<file path="config.mk">
export PLATFORM = sky130hd
export DESIGN_NAME = cad_core
export DESIGN_NICKNAME = d
export VERILOG_FILES = /design/src/shared/cad_pkg.sv /design/src/rtl/cad_core.sv /design/src/rtl/cad_alu.sv
export VERILOG_INCLUDE_DIRS = /design/src /design/src/shared
export SDC_FILE = /design/constraint.sdc
export NUM_CORES = 1
export LEC_CHECK = 0
export BUFFER_PORTS_ARGS = -buffer_cell sky130_fd_sc_hd__buf_2
export CAP_MARGIN = 10
export CORE_ASPECT_RATIO = 0.5
export CORE_MARGIN = 10
export CORE_UTILIZATION = 50
export CTS_BUF_LIST = sky130_fd_sc_hd__clkbuf_2
export DETAILED_ROUTE_END_ITERATION = 7
export GPL_ROUTABILITY_DRIVEN = 0
export GPL_TIMING_DRIVEN = 0
export PLACE_DENSITY = 0.78
export SYNTH_ARGS = -nofsm -noshare
export SYNTH_HDL_FRONTEND = slang
export SYNTH_SLANG_ARGS = --single-unit
export TNS_END_PERCENT = 5
</file>
<file path="constraint.sdc">
create_clock -name core_clk -period 9.6 [get_ports core_clk]
set_input_delay 0.96 -clock core_clk [delete_from_list [all_inputs] [get_ports core_clk]]
set_output_delay 0.96 -clock core_clk [all_outputs]
set_load 0.02 [all_outputs]
</file>
<file path="src/shared/cad_defs.svh">
// Purpose: Constants for the CPU core address datapath
// Assumes: 16-bit byte-addressed space
// Notes:   Included by package and rtl
`ifndef CAD_DEFS_SVH
`define CAD_DEFS_SVH
`define CAD_DATA_W      16
`define CAD_PROD_W      32
`define CAD_STEP_BYTE   16'h0001
`define CAD_STEP_WORD   16'h0002
`define CAD_SP_STEP     16'h0002
`define CAD_RST_VAL     16'h0000
`define CAD_RST_PROD    32'h0000_0000
`endif

</file>
<file path="src/shared/cad_pkg.sv">
// Purpose: Types for the CPU core address datapath
// Assumes: cad_defs.svh on the include path
// Notes:   Enumerations for ALU, register, mode and product selects
`include "cad_defs.svh"
`default_nettype none
package cad_pkg;
	typedef logic [`CAD_DATA_W-1:0] cad_word_t;
	typedef enum logic [2:0] {CAD_ALU_NOP, CAD_ALU_ADD, CAD_ALU_SUB, CAD_ALU_SHL,
		CAD_ALU_SHR, CAD_ALU_AND, CAD_ALU_OR, CAD_ALU_XOR} cad_alu_op_t;
	typedef enum logic [1:0] {CAD_REG_A, CAD_REG_B, CAD_REG_X, CAD_REG_K} cad_reg_sel_t;
	typedef enum logic [2:0] {CAD_AM_REGIND, CAD_AM_DIRECT, CAD_AM_INDIRECT,
		CAD_AM_INDEXED, CAD_AM_IMMED, CAD_AM_AUTOX, CAD_AM_AUTOB} cad_amode_t;
	typedef enum logic [1:0] {CAD_PR_HOLD, CAD_PR_LOAD, CAD_PR_ARITH_RIGHT_SHIFT_OP} cad_prod_op_t;
	typedef enum logic [1:0] {CAD_SP_HOLD, CAD_SP_PUSH, CAD_SP_POP} cad_sp_op_t;
	typedef struct packed {
		cad_alu_op_t  alu_op;
		logic         alu_to_acc;
		cad_amode_t   amode;
		cad_reg_sel_t ind_sel;
		logic         word_op;
		logic         step_down;
		logic         addr_go;
		cad_word_t    field;
		logic         field_wide;
		cad_word_t    disp;
		logic         disp_wide;
		cad_sp_op_t   sp_op;
		logic         pc_load;
		logic         pc_inc;
		cad_word_t    pc_value;
		logic         reg_wr;
		logic [2:0]   reg_wr_sel;
		cad_word_t    reg_wr_data;
		cad_prod_op_t prod_op;
		logic [`CAD_PROD_W-1:0] prod_in;
	} cad_cmd_t;
	typedef struct packed {
		cad_word_t acc;
		cad_word_t ptr_b;
		cad_word_t ptr_x;
		cad_word_t bound_k;
		cad_word_t stack_top_ptr;
		cad_word_t fetch_address_counter;
		logic [`CAD_PROD_W-1:0] product_result_reg;
		logic      ovf_signed;
		logic      ovf_unsigned;
	} cad_regs_t;
endpackage : cad_pkg
`default_nettype wire

</file>
<file path="src/rtl/cad_core.sv">
// Purpose: CPU core registers, ALU wrapper and operand address forming
// Assumes: One clock; memory word for indirect/indexed arrives as mem_word
// Notes:   All address arithmetic wraps in 16 bits
// Summary of operation
// - ALU is 16 bits, add/sub/shift/logic complete in one cycle.
// - ALU keeps separate signed and unsigned overflow flags.
// - Accumulator is source and destination for most operations.
// - Two pointer registers address memory and can auto count up or down.
// - Boundary register holds loop limit for first pointer; also a pointer.
// - Stack pointer plus two on push/call, minus two on pop/return.
// - Stack anywhere in memory; stack pointer is not a register indirect source.
// - Program counter supplies program fetch address.
// - 32-bit product register loads results and shifts right arithmetically.
// - Register indirect takes address from accumulator, pointers or boundary.
// - Direct mode address is the 8 or 16 bit instruction field.
// - Indirect mode uses word at 8-bit field as operand address.
// - Indexed mode adds word at 8-bit field to displacement.
// - Immediate mode operand is the 8 or 16 bit field.
// - Auto mode uses second pointer, then steps by 1 byte or 2 word.
// - First pointer auto steps, compares with boundary, skip when passed.
// - Word accesses always land on even byte addresses.
`include "cad_defs.svh"
`default_nettype none
module cad_core (
	input  wire logic             core_clk,   // System clock
	input  wire logic             rst_n,      // Synchronous reset, active low
	input  wire cad_pkg::cad_cmd_t cmd,       // Per-cycle control
	input  wire cad_pkg::cad_word_t mem_word, // Word read at 8-bit field
	output var cad_pkg::cad_regs_t  regs,        // Register state
	output var cad_pkg::cad_word_t  oper_addr,   // Operand address
	output logic                    oper_is_imm, // Operand is immediate value
	output var cad_pkg::cad_word_t  imm_value,   // Immediate operand
	output logic                    skip,        // Skip next instruction
	output var cad_pkg::cad_word_t  fetch_addr   // Program fetch address
);
	import cad_pkg::*;
	typedef struct packed {
		cad_regs_t r;
		cad_word_t addr;
		logic      imm;
		cad_word_t immv;
		logic      skip;
	} cad_state_t;
	cad_state_t state_ff, nxt_state;
	cad_word_t alu_res;
	logic alu_arith, alu_v, alu_c;

	function automatic cad_word_t sel_reg(input cad_regs_t r, input cad_reg_sel_t s);
		case (s)
			CAD_REG_A: sel_reg = r.acc;
			CAD_REG_B: sel_reg = r.ptr_b;
			CAD_REG_X: sel_reg = r.ptr_x;
			default:   sel_reg = r.bound_k;
		endcase
	endfunction : sel_reg
	function automatic cad_word_t field_val(input cad_word_t f, input logic wide);
		field_val = wide ? f : {8'h00, f[7:0]};
	endfunction : field_val
	function automatic cad_word_t align(input cad_word_t a, input logic word);
		align = word ? {a[15:1], 1'b0} : a;
	endfunction : align

	cad_alu #(.WIDTH(`CAD_DATA_W)) u_alu (
		.opa    (state_ff.r.acc),
		.opb    (field_val(cmd.field, cmd.field_wide)),
		.op     (cmd.alu_op),
		.result (alu_res),
		.arith  (alu_arith),
		.v_out  (alu_v),
		.c_out  (alu_c)
	);

	always_comb begin
		cad_word_t step;
		cad_word_t nb;
		step = cmd.word_op ? `CAD_STEP_WORD : `CAD_STEP_BYTE;
		nb   = '0;
		nxt_state = state_ff;
		nxt_state.skip = 1'b0;
		if (cmd.alu_to_acc) begin
			nxt_state.r.acc = alu_res;
			if (alu_arith) begin
				nxt_state.r.ovf_signed   = alu_v;
				nxt_state.r.ovf_unsigned = alu_c;
			end
		end
		if (cmd.reg_wr) begin
			case (cmd.reg_wr_sel)
				3'h0: nxt_state.r.acc = cmd.reg_wr_data;
				3'h1: nxt_state.r.ptr_b = cmd.reg_wr_data;
				3'h2: nxt_state.r.ptr_x = cmd.reg_wr_data;
				3'h3: nxt_state.r.bound_k = cmd.reg_wr_data;
				3'h4: nxt_state.r.stack_top_ptr = cmd.reg_wr_data;
				default: ;
			endcase
		end
		case (cmd.sp_op)
			CAD_SP_PUSH: nxt_state.r.stack_top_ptr = state_ff.r.stack_top_ptr + `CAD_SP_STEP;
			CAD_SP_POP:  nxt_state.r.stack_top_ptr = state_ff.r.stack_top_ptr - `CAD_SP_STEP;
			default: ;
		endcase
		if (cmd.pc_load)
			nxt_state.r.fetch_address_counter = cmd.pc_value;
		else if (cmd.pc_inc)
			nxt_state.r.fetch_address_counter = state_ff.r.fetch_address_counter + 16'h0001;
		case (cmd.prod_op)
			CAD_PR_LOAD: nxt_state.r.product_result_reg = cmd.prod_in;
			CAD_PR_ARITH_RIGHT_SHIFT_OP: nxt_state.r.product_result_reg =
				$signed(state_ff.r.product_result_reg) >>> 1;
			default: ;
		endcase
		if (cmd.addr_go) begin
			nxt_state.imm = 1'b0;
			case (cmd.amode)
				CAD_AM_REGIND: nxt_state.addr =
					align(sel_reg(state_ff.r, cmd.ind_sel), cmd.word_op);
				CAD_AM_DIRECT: nxt_state.addr =
					align(field_val(cmd.field, cmd.field_wide), cmd.word_op);
				CAD_AM_INDIRECT: nxt_state.addr = align(mem_word, cmd.word_op);
				CAD_AM_INDEXED: nxt_state.addr =
					align(mem_word + field_val(cmd.disp, cmd.disp_wide), cmd.word_op);
				CAD_AM_IMMED: begin
					nxt_state.imm  = 1'b1;
					nxt_state.immv = field_val(cmd.field, cmd.field_wide);
				end
				CAD_AM_AUTOX: begin
					nxt_state.addr = align(state_ff.r.ptr_x, cmd.word_op);
					nxt_state.r.ptr_x = cmd.step_down ? state_ff.r.ptr_x - step
						: state_ff.r.ptr_x + step;
				end
				CAD_AM_AUTOB: begin
					nxt_state.addr = align(state_ff.r.ptr_b, cmd.word_op);
					nb = cmd.step_down ? state_ff.r.ptr_b - step : state_ff.r.ptr_b + step;
					nxt_state.r.ptr_b = nb;
					nxt_state.skip = cmd.step_down ? (nb < state_ff.r.bound_k)
						: (nb > state_ff.r.bound_k);
				end
				default: ;
			endcase
		end
		if (!rst_n) begin
			nxt_state = '0;
		end
	end

	always_ff @(posedge core_clk) begin
		state_ff <= nxt_state;
	end

	assign regs        = state_ff.r;
	assign oper_addr   = state_ff.addr;
	assign oper_is_imm = state_ff.imm;
	assign imm_value   = state_ff.immv;
	assign skip        = state_ff.skip;
	assign fetch_addr  = state_ff.r.fetch_address_counter;

	a_sp_push_two: assert property (@(posedge core_clk) disable iff (!rst_n)
		cmd.sp_op == CAD_SP_PUSH && !cmd.reg_wr |=>
		regs.stack_top_ptr == $past(regs.stack_top_ptr) + 16'h0002)
		else $error("stack push step wrong");
	a_sp_pop_two: assert property (@(posedge core_clk) disable iff (!rst_n)
		cmd.sp_op == CAD_SP_POP && !cmd.reg_wr |=>
		regs.stack_top_ptr == $past(regs.stack_top_ptr) - 16'h0002)
		else $error("stack pop step wrong");
	a_word_even_addr: assert property (@(posedge core_clk) disable iff (!rst_n)
		cmd.addr_go && cmd.word_op && cmd.amode != CAD_AM_IMMED |=> !oper_addr[0])
		else $error("odd word address");
	a_autox_step: assert property (@(posedge core_clk) disable iff (!rst_n)
		cmd.addr_go && cmd.amode == CAD_AM_AUTOX && !cmd.step_down && !cmd.reg_wr |=>
		oper_addr == align($past(regs.ptr_x), $past(cmd.word_op)) &&
		regs.ptr_x == $past(regs.ptr_x) + ($past(cmd.word_op) ? 16'h0002 : 16'h0001))
		else $error("auto pointer step wrong");
	a_skip_only_b: assert property (@(posedge core_clk) disable iff (!rst_n)
		skip |-> $past(cmd.addr_go) && $past(cmd.amode) == CAD_AM_AUTOB)
		else $error("spurious skip");
	a_prod_arith_right_shift_op: assert property (@(posedge core_clk) disable iff (!rst_n)
		cmd.prod_op == CAD_PR_ARITH_RIGHT_SHIFT_OP |=> regs.product_result_reg ==
		{$past(regs.product_result_reg[31]), $past(regs.product_result_reg[31:1])})
		else $error("product shift wrong");
	a_pc_count: assert property (@(posedge core_clk) disable iff (!rst_n)
		cmd.pc_inc && !cmd.pc_load |=> fetch_addr == $past(fetch_addr) + 16'h0001)
		else $error("fetch counter step wrong");
	a_add_result: assert property (@(posedge core_clk) disable iff (!rst_n)
		cmd.alu_to_acc && cmd.alu_op == CAD_ALU_ADD && !cmd.reg_wr |=>
		{regs.ovf_unsigned, regs.acc} == {1'b0, $past(regs.acc)} +
		{1'b0, $past(field_val(cmd.field, cmd.field_wide))})
		else $error("add result or carry wrong");
	a_imm_value: assert property (@(posedge core_clk) disable iff (!rst_n)
		cmd.addr_go && cmd.amode == CAD_AM_IMMED && !cmd.field_wide |=>
		oper_is_imm && imm_value[15:8] == 8'h00)
		else $error("short immediate not zero extended");
endmodule : cad_core
`default_nettype wire

</file>
<file path="src/rtl/cad_alu.sv">
// Purpose: 16-bit single cycle ALU
// Assumes: Purely combinational
// Notes:   Flags valid for add and subtract only
`default_nettype none
module cad_alu #(
	parameter int WIDTH = 16
) (
	input  wire logic [WIDTH-1:0]  opa,       // First operand
	input  wire logic [WIDTH-1:0]  opb,       // Second operand
	input  wire cad_pkg::cad_alu_op_t op,     // Operation
	output logic [WIDTH-1:0]       result,    // Result
	output logic                   arith,     // Op updates flags
	output logic                   v_out,     // Signed overflow
	output logic                   c_out      // Carry, or inverted borrow on subtract
);
	import cad_pkg::*;
	// Shift slices need at least two bits
	if (WIDTH < 2) begin : g_width_check
		$error("cad_alu WIDTH too small");
	end
	logic [WIDTH:0] sum;
	always_comb begin
		sum    = '0;
		result = '0;
		arith  = 1'b0;
		v_out  = 1'b0;
		c_out  = 1'b0;
		case (op)
			CAD_ALU_ADD: begin
				sum    = {1'b0, opa} + {1'b0, opb};
				result = sum[WIDTH-1:0];
				arith  = 1'b1;
				c_out  = sum[WIDTH];
				v_out  = (opa[WIDTH-1] == opb[WIDTH-1]) && (result[WIDTH-1] != opa[WIDTH-1]);
			end
			CAD_ALU_SUB: begin
				sum    = {1'b0, opa} - {1'b0, opb};
				result = sum[WIDTH-1:0];
				arith  = 1'b1;
				c_out  = ~sum[WIDTH];
				v_out  = (opa[WIDTH-1] != opb[WIDTH-1]) && (result[WIDTH-1] != opa[WIDTH-1]);
			end
			CAD_ALU_SHL: result = {opa[WIDTH-2:0], 1'b0};
			CAD_ALU_SHR: result = {1'b0, opa[WIDTH-1:1]};
			CAD_ALU_AND: result = opa & opb;
			CAD_ALU_OR:  result = opa | opb;
			CAD_ALU_XOR: result = opa ^ opb;
			default:     result = opa;
		endcase
	end
endmodule : cad_alu
`default_nettype wire

</file>
==> results.yml <==
synth:
  yosys_most_used_dff: "dfxtp_1"
  ys_seq_area_share_pct: 23.3
  yosysWarnings: 0
  synth_top_cell_by_area: "dfxtp_1"
  synth-edff-count: 0
  synthSimpleGateAreaFrac_pct: 17.6
  syn-num-nets: 2094
  synth_xor_area_share_pct: 4.16
  synth_area_sq_mm: 0.0141
  synth_area_leaders: "dfxtp_1 23%, ha_1 11%, a21oi_1 7.6%, mux2i_1 5.8%, nor2_1 5.8%"
  synth_top_family_by_area: "compound AO/OA/AOI/OAI gates"
  ys_ff_latch: 164
  synthMuxAreaShare_pct: 9.98
  synth_fa_ha_area_share_pct: 11.9
  avgSynthCellArea_sq_um: 7.72
  yosysUniqueCellTypes: 89
  syn_inst: 1825
  yosysTopAreaCellShare_pct: 23.3
  async_flop_share_pct: 0
  synth_compound_area_share_pct: 26.1
cts:
  tritoncts: "yes"
  cts_buffers: 17
  clock_path_buffers: 2
  cts_setup_buffers: 0
  hold_buffers: 0
  cts-resized-gates: 0
  root_buffer: "clkbuf_2"
  clk_pin_slew_ns: 0.28
  htreeDepth: 4
  clkLatencyLatePin_ns: 0.89
  cts_sinks: 164
pwr:
  ir_worst_vdd_mv: 0.0851
  switching_share_pct: 42.0
  p_leak_nw: 7.38
  pwr-share-seq_pct: 39.4
  p_int_mw: 1.16
  netSwitchingPower_uw: 842
  combPwrFrac_pct: 38.7
  p_clk_share_pct: 21.9
  power_density_mw_per_mm2: 122
layout:
  final_common_cell: "buf_2"
  drive_above_1_share_pct: 19.8
  syn2layout_area_growth_pct: 16.3
  instances_no_fill: 2549
  layout.nets: 2423
  num-fill-cells: 2603
  antennaDiodeCount: 0
  mostFrequentLayoutCells: "317 x buf_2, 216 x nor2_1, 213 x a21oi_1"
sta:
  skew_ns: 0.0524
  setup_viol: 0
  period_needed_ns: 4.17
  setup_tns_ns: 0
  rsz0062_at_grt: "no"
  period_share_pct: 43.5
  slew_headroom_pct: 30.3
  tightest_slew_ns: 1.05
  slew_viol_final: 0
  fmax_mhz: 240
  final-hold-violation-count: 0
critical_path:
  crit_slowest_cell: "buf_2"
  cp-start-kind: "primary input"
  rrSetupSlack_ns: 5.66
  critPathMaxFanout: 33
  worst-setup-path-type: "in2reg"
  cp_cell_sequence: "buf_2, ha_1, a21o_1, a21oi_1, o21ai_0, a211o_1, a21oi_1, xnor2_1, ha_1, a21o_1, a21o_1, a21oi_1, nor2b_1, o21ai_0, a21oi_1, a211oi_1, mux2i_1"
  path_common_cell: "a21oi_1"
  cp_top_family: "compound AO/OA/AOI/OAI gates"
  critPathArrivalTime_ns: 4.95
  cp.required_ns: 10.38
  critPathBufInv: 1
  crit_path_end_kind: "flip-flop"
  cpPeakStageDelay_ns: 0.60
detailed_routing:
  dr_total_vias: 15600
  drc: 0
  routed_wl_um: 53700
  dr.pass1.iters: 8
  antenna_left: 0
  wl_per_cell_um: 21.1
  drt-vias-per-instance: 6.11
  drt_first_iter_violations: 1841
die:
  fp.dieArea_sq_mm: 0.0357
  dieWidth_um: 257
  boundaryPins: 318
  die_h_um: 139
  rows: 43
  coreArea_sq_mm: 0.0277
  start_util_pct: 50.9
flow_run:
  maxCapViolCount: 0
worst_hold_path:
  hold_path_class: "in2reg"
place:
  port_buffers: 310
  place_hpwl_um: 42500
  place_inst: 2517
global_route:
  grt-ovfl-total: 0
  grt.total_usage_pct: 28.4
  grt_pass1_vias: 14600
  grt_pass1_wl_um: 81300
  grt_max_degree: 34
  antenna_found_initial: 0
outcome:
  status: "completed"
per-stage QoR:
step                total power [mW]  hold slack [ns]  area, sq um  utilization (%)  setup slack (ns)
global placement                1.54            0.441        16100             58.2              4.61
detailed placement              1.56            0.446        16100             58.2              4.60
finish                          2.00            0.286        16400             59.2              5.43
floorplan                       1.31            0.529        14100                -              5.72
global route                    2.11            0.199        16400             59.2              5.21
CTS                             1.99            0.227        16400             59.2              5.55
state kept, by name, summed over array words and instances (netlist names):
register,cells
imm_value,16
skip,1
oper_addr,16
oper_is_imm,1
fetch_addr,16
regs,114
area by class of cell:
cell class	instances	area, sq um	area share [%]
sequential	164	3280	20.0
multi-input combinational	1438	9830	59.9
buffer	122	601	3.66
tap	382	478	2.92
clock buffer	17	85.1	0.519
clock inverter	15	188	1.14
inverter	101	379	2.31
timing repair buffer	310	1550	9.46
kinds of logic after synthesis:
family | Yosys count
AO/OA/AOI/OAI | 572
flip-flops | 164
XOR/XNOR | 67
adder cells (fa/ha/maj) | 132
buffers and inverters | 223
AND/OR/NAND/NOR | 555
multiplexers | 112
synth_stat cells (all sizes together) (6+ instances only):
master / number
o2111ai: 10
o21bai: 7
a211oi: 36
mux4: 22
or3: 9
o211ai: 34
mux2i: 82
o221ai: 11
o31ai: 10
nor3: 20
a311oi: 7
a221oi: 8
clkbuf: 81
nor2: 216
a21o: 18
nand2: 170
a21oi: 214
nand2b: 19
and3: 12
xnor2: 45
and2: 18
o21ai: 111
buf: 41
nand3: 36
a22oi: 9
ha: 127
inv: 99
o211a: 6
dfxtp: 164
mux2: 8
xor2: 22
o22ai: 10
nor2b: 20
o21a: 10
a31oi: 14
nand4: 9
final timing paths:
path | startpoint | endpoint | cells past startpoint
setup / recovery | cmd[109] | skip | 17
hold / removal | cmd[60] | fetch_addr[6] | 3
setup reg to reg | regs[102] | skip | 16
hold reg to reg | oper_addr[4] | oper_addr[4] | 2
worst register-to-register path, delay by kind of cell, from the launching register on:
| family | cells | cell delay [ns] |
|---|---|---|
| xor+xnor | 1 | 0.17 |
| simple gates | 1 | 0.05 |
| fa+ha+maj | 2 | 0.63 |
| mux | 1 | 0.37 |
| compound gates | 11 | 2.08 |
| flops | 1 | 0.55 |
power by group through the flow:
stage               Clock [mW]  Sequential [mW]  Combinational, mW
floorplan                    0            0.828              0.480
finish                   0.438            0.789              0.776
CTS                      0.440            0.785              0.761
global route             0.469            0.794              0.844
global placement             0            0.798              0.747
detailed placement           0            0.798              0.758
metal layers:
metal	part of all wire [%]	vias to the layer above	global-route usage (%)
li1	-	7227	-
met3	11	241	8.34
met1	37	7156	32.6
met2	46	943	46.6
met5	0	-	0
met4	6.3	0	16.8
No activity file was read; power rests on OpenSTA's default activity.
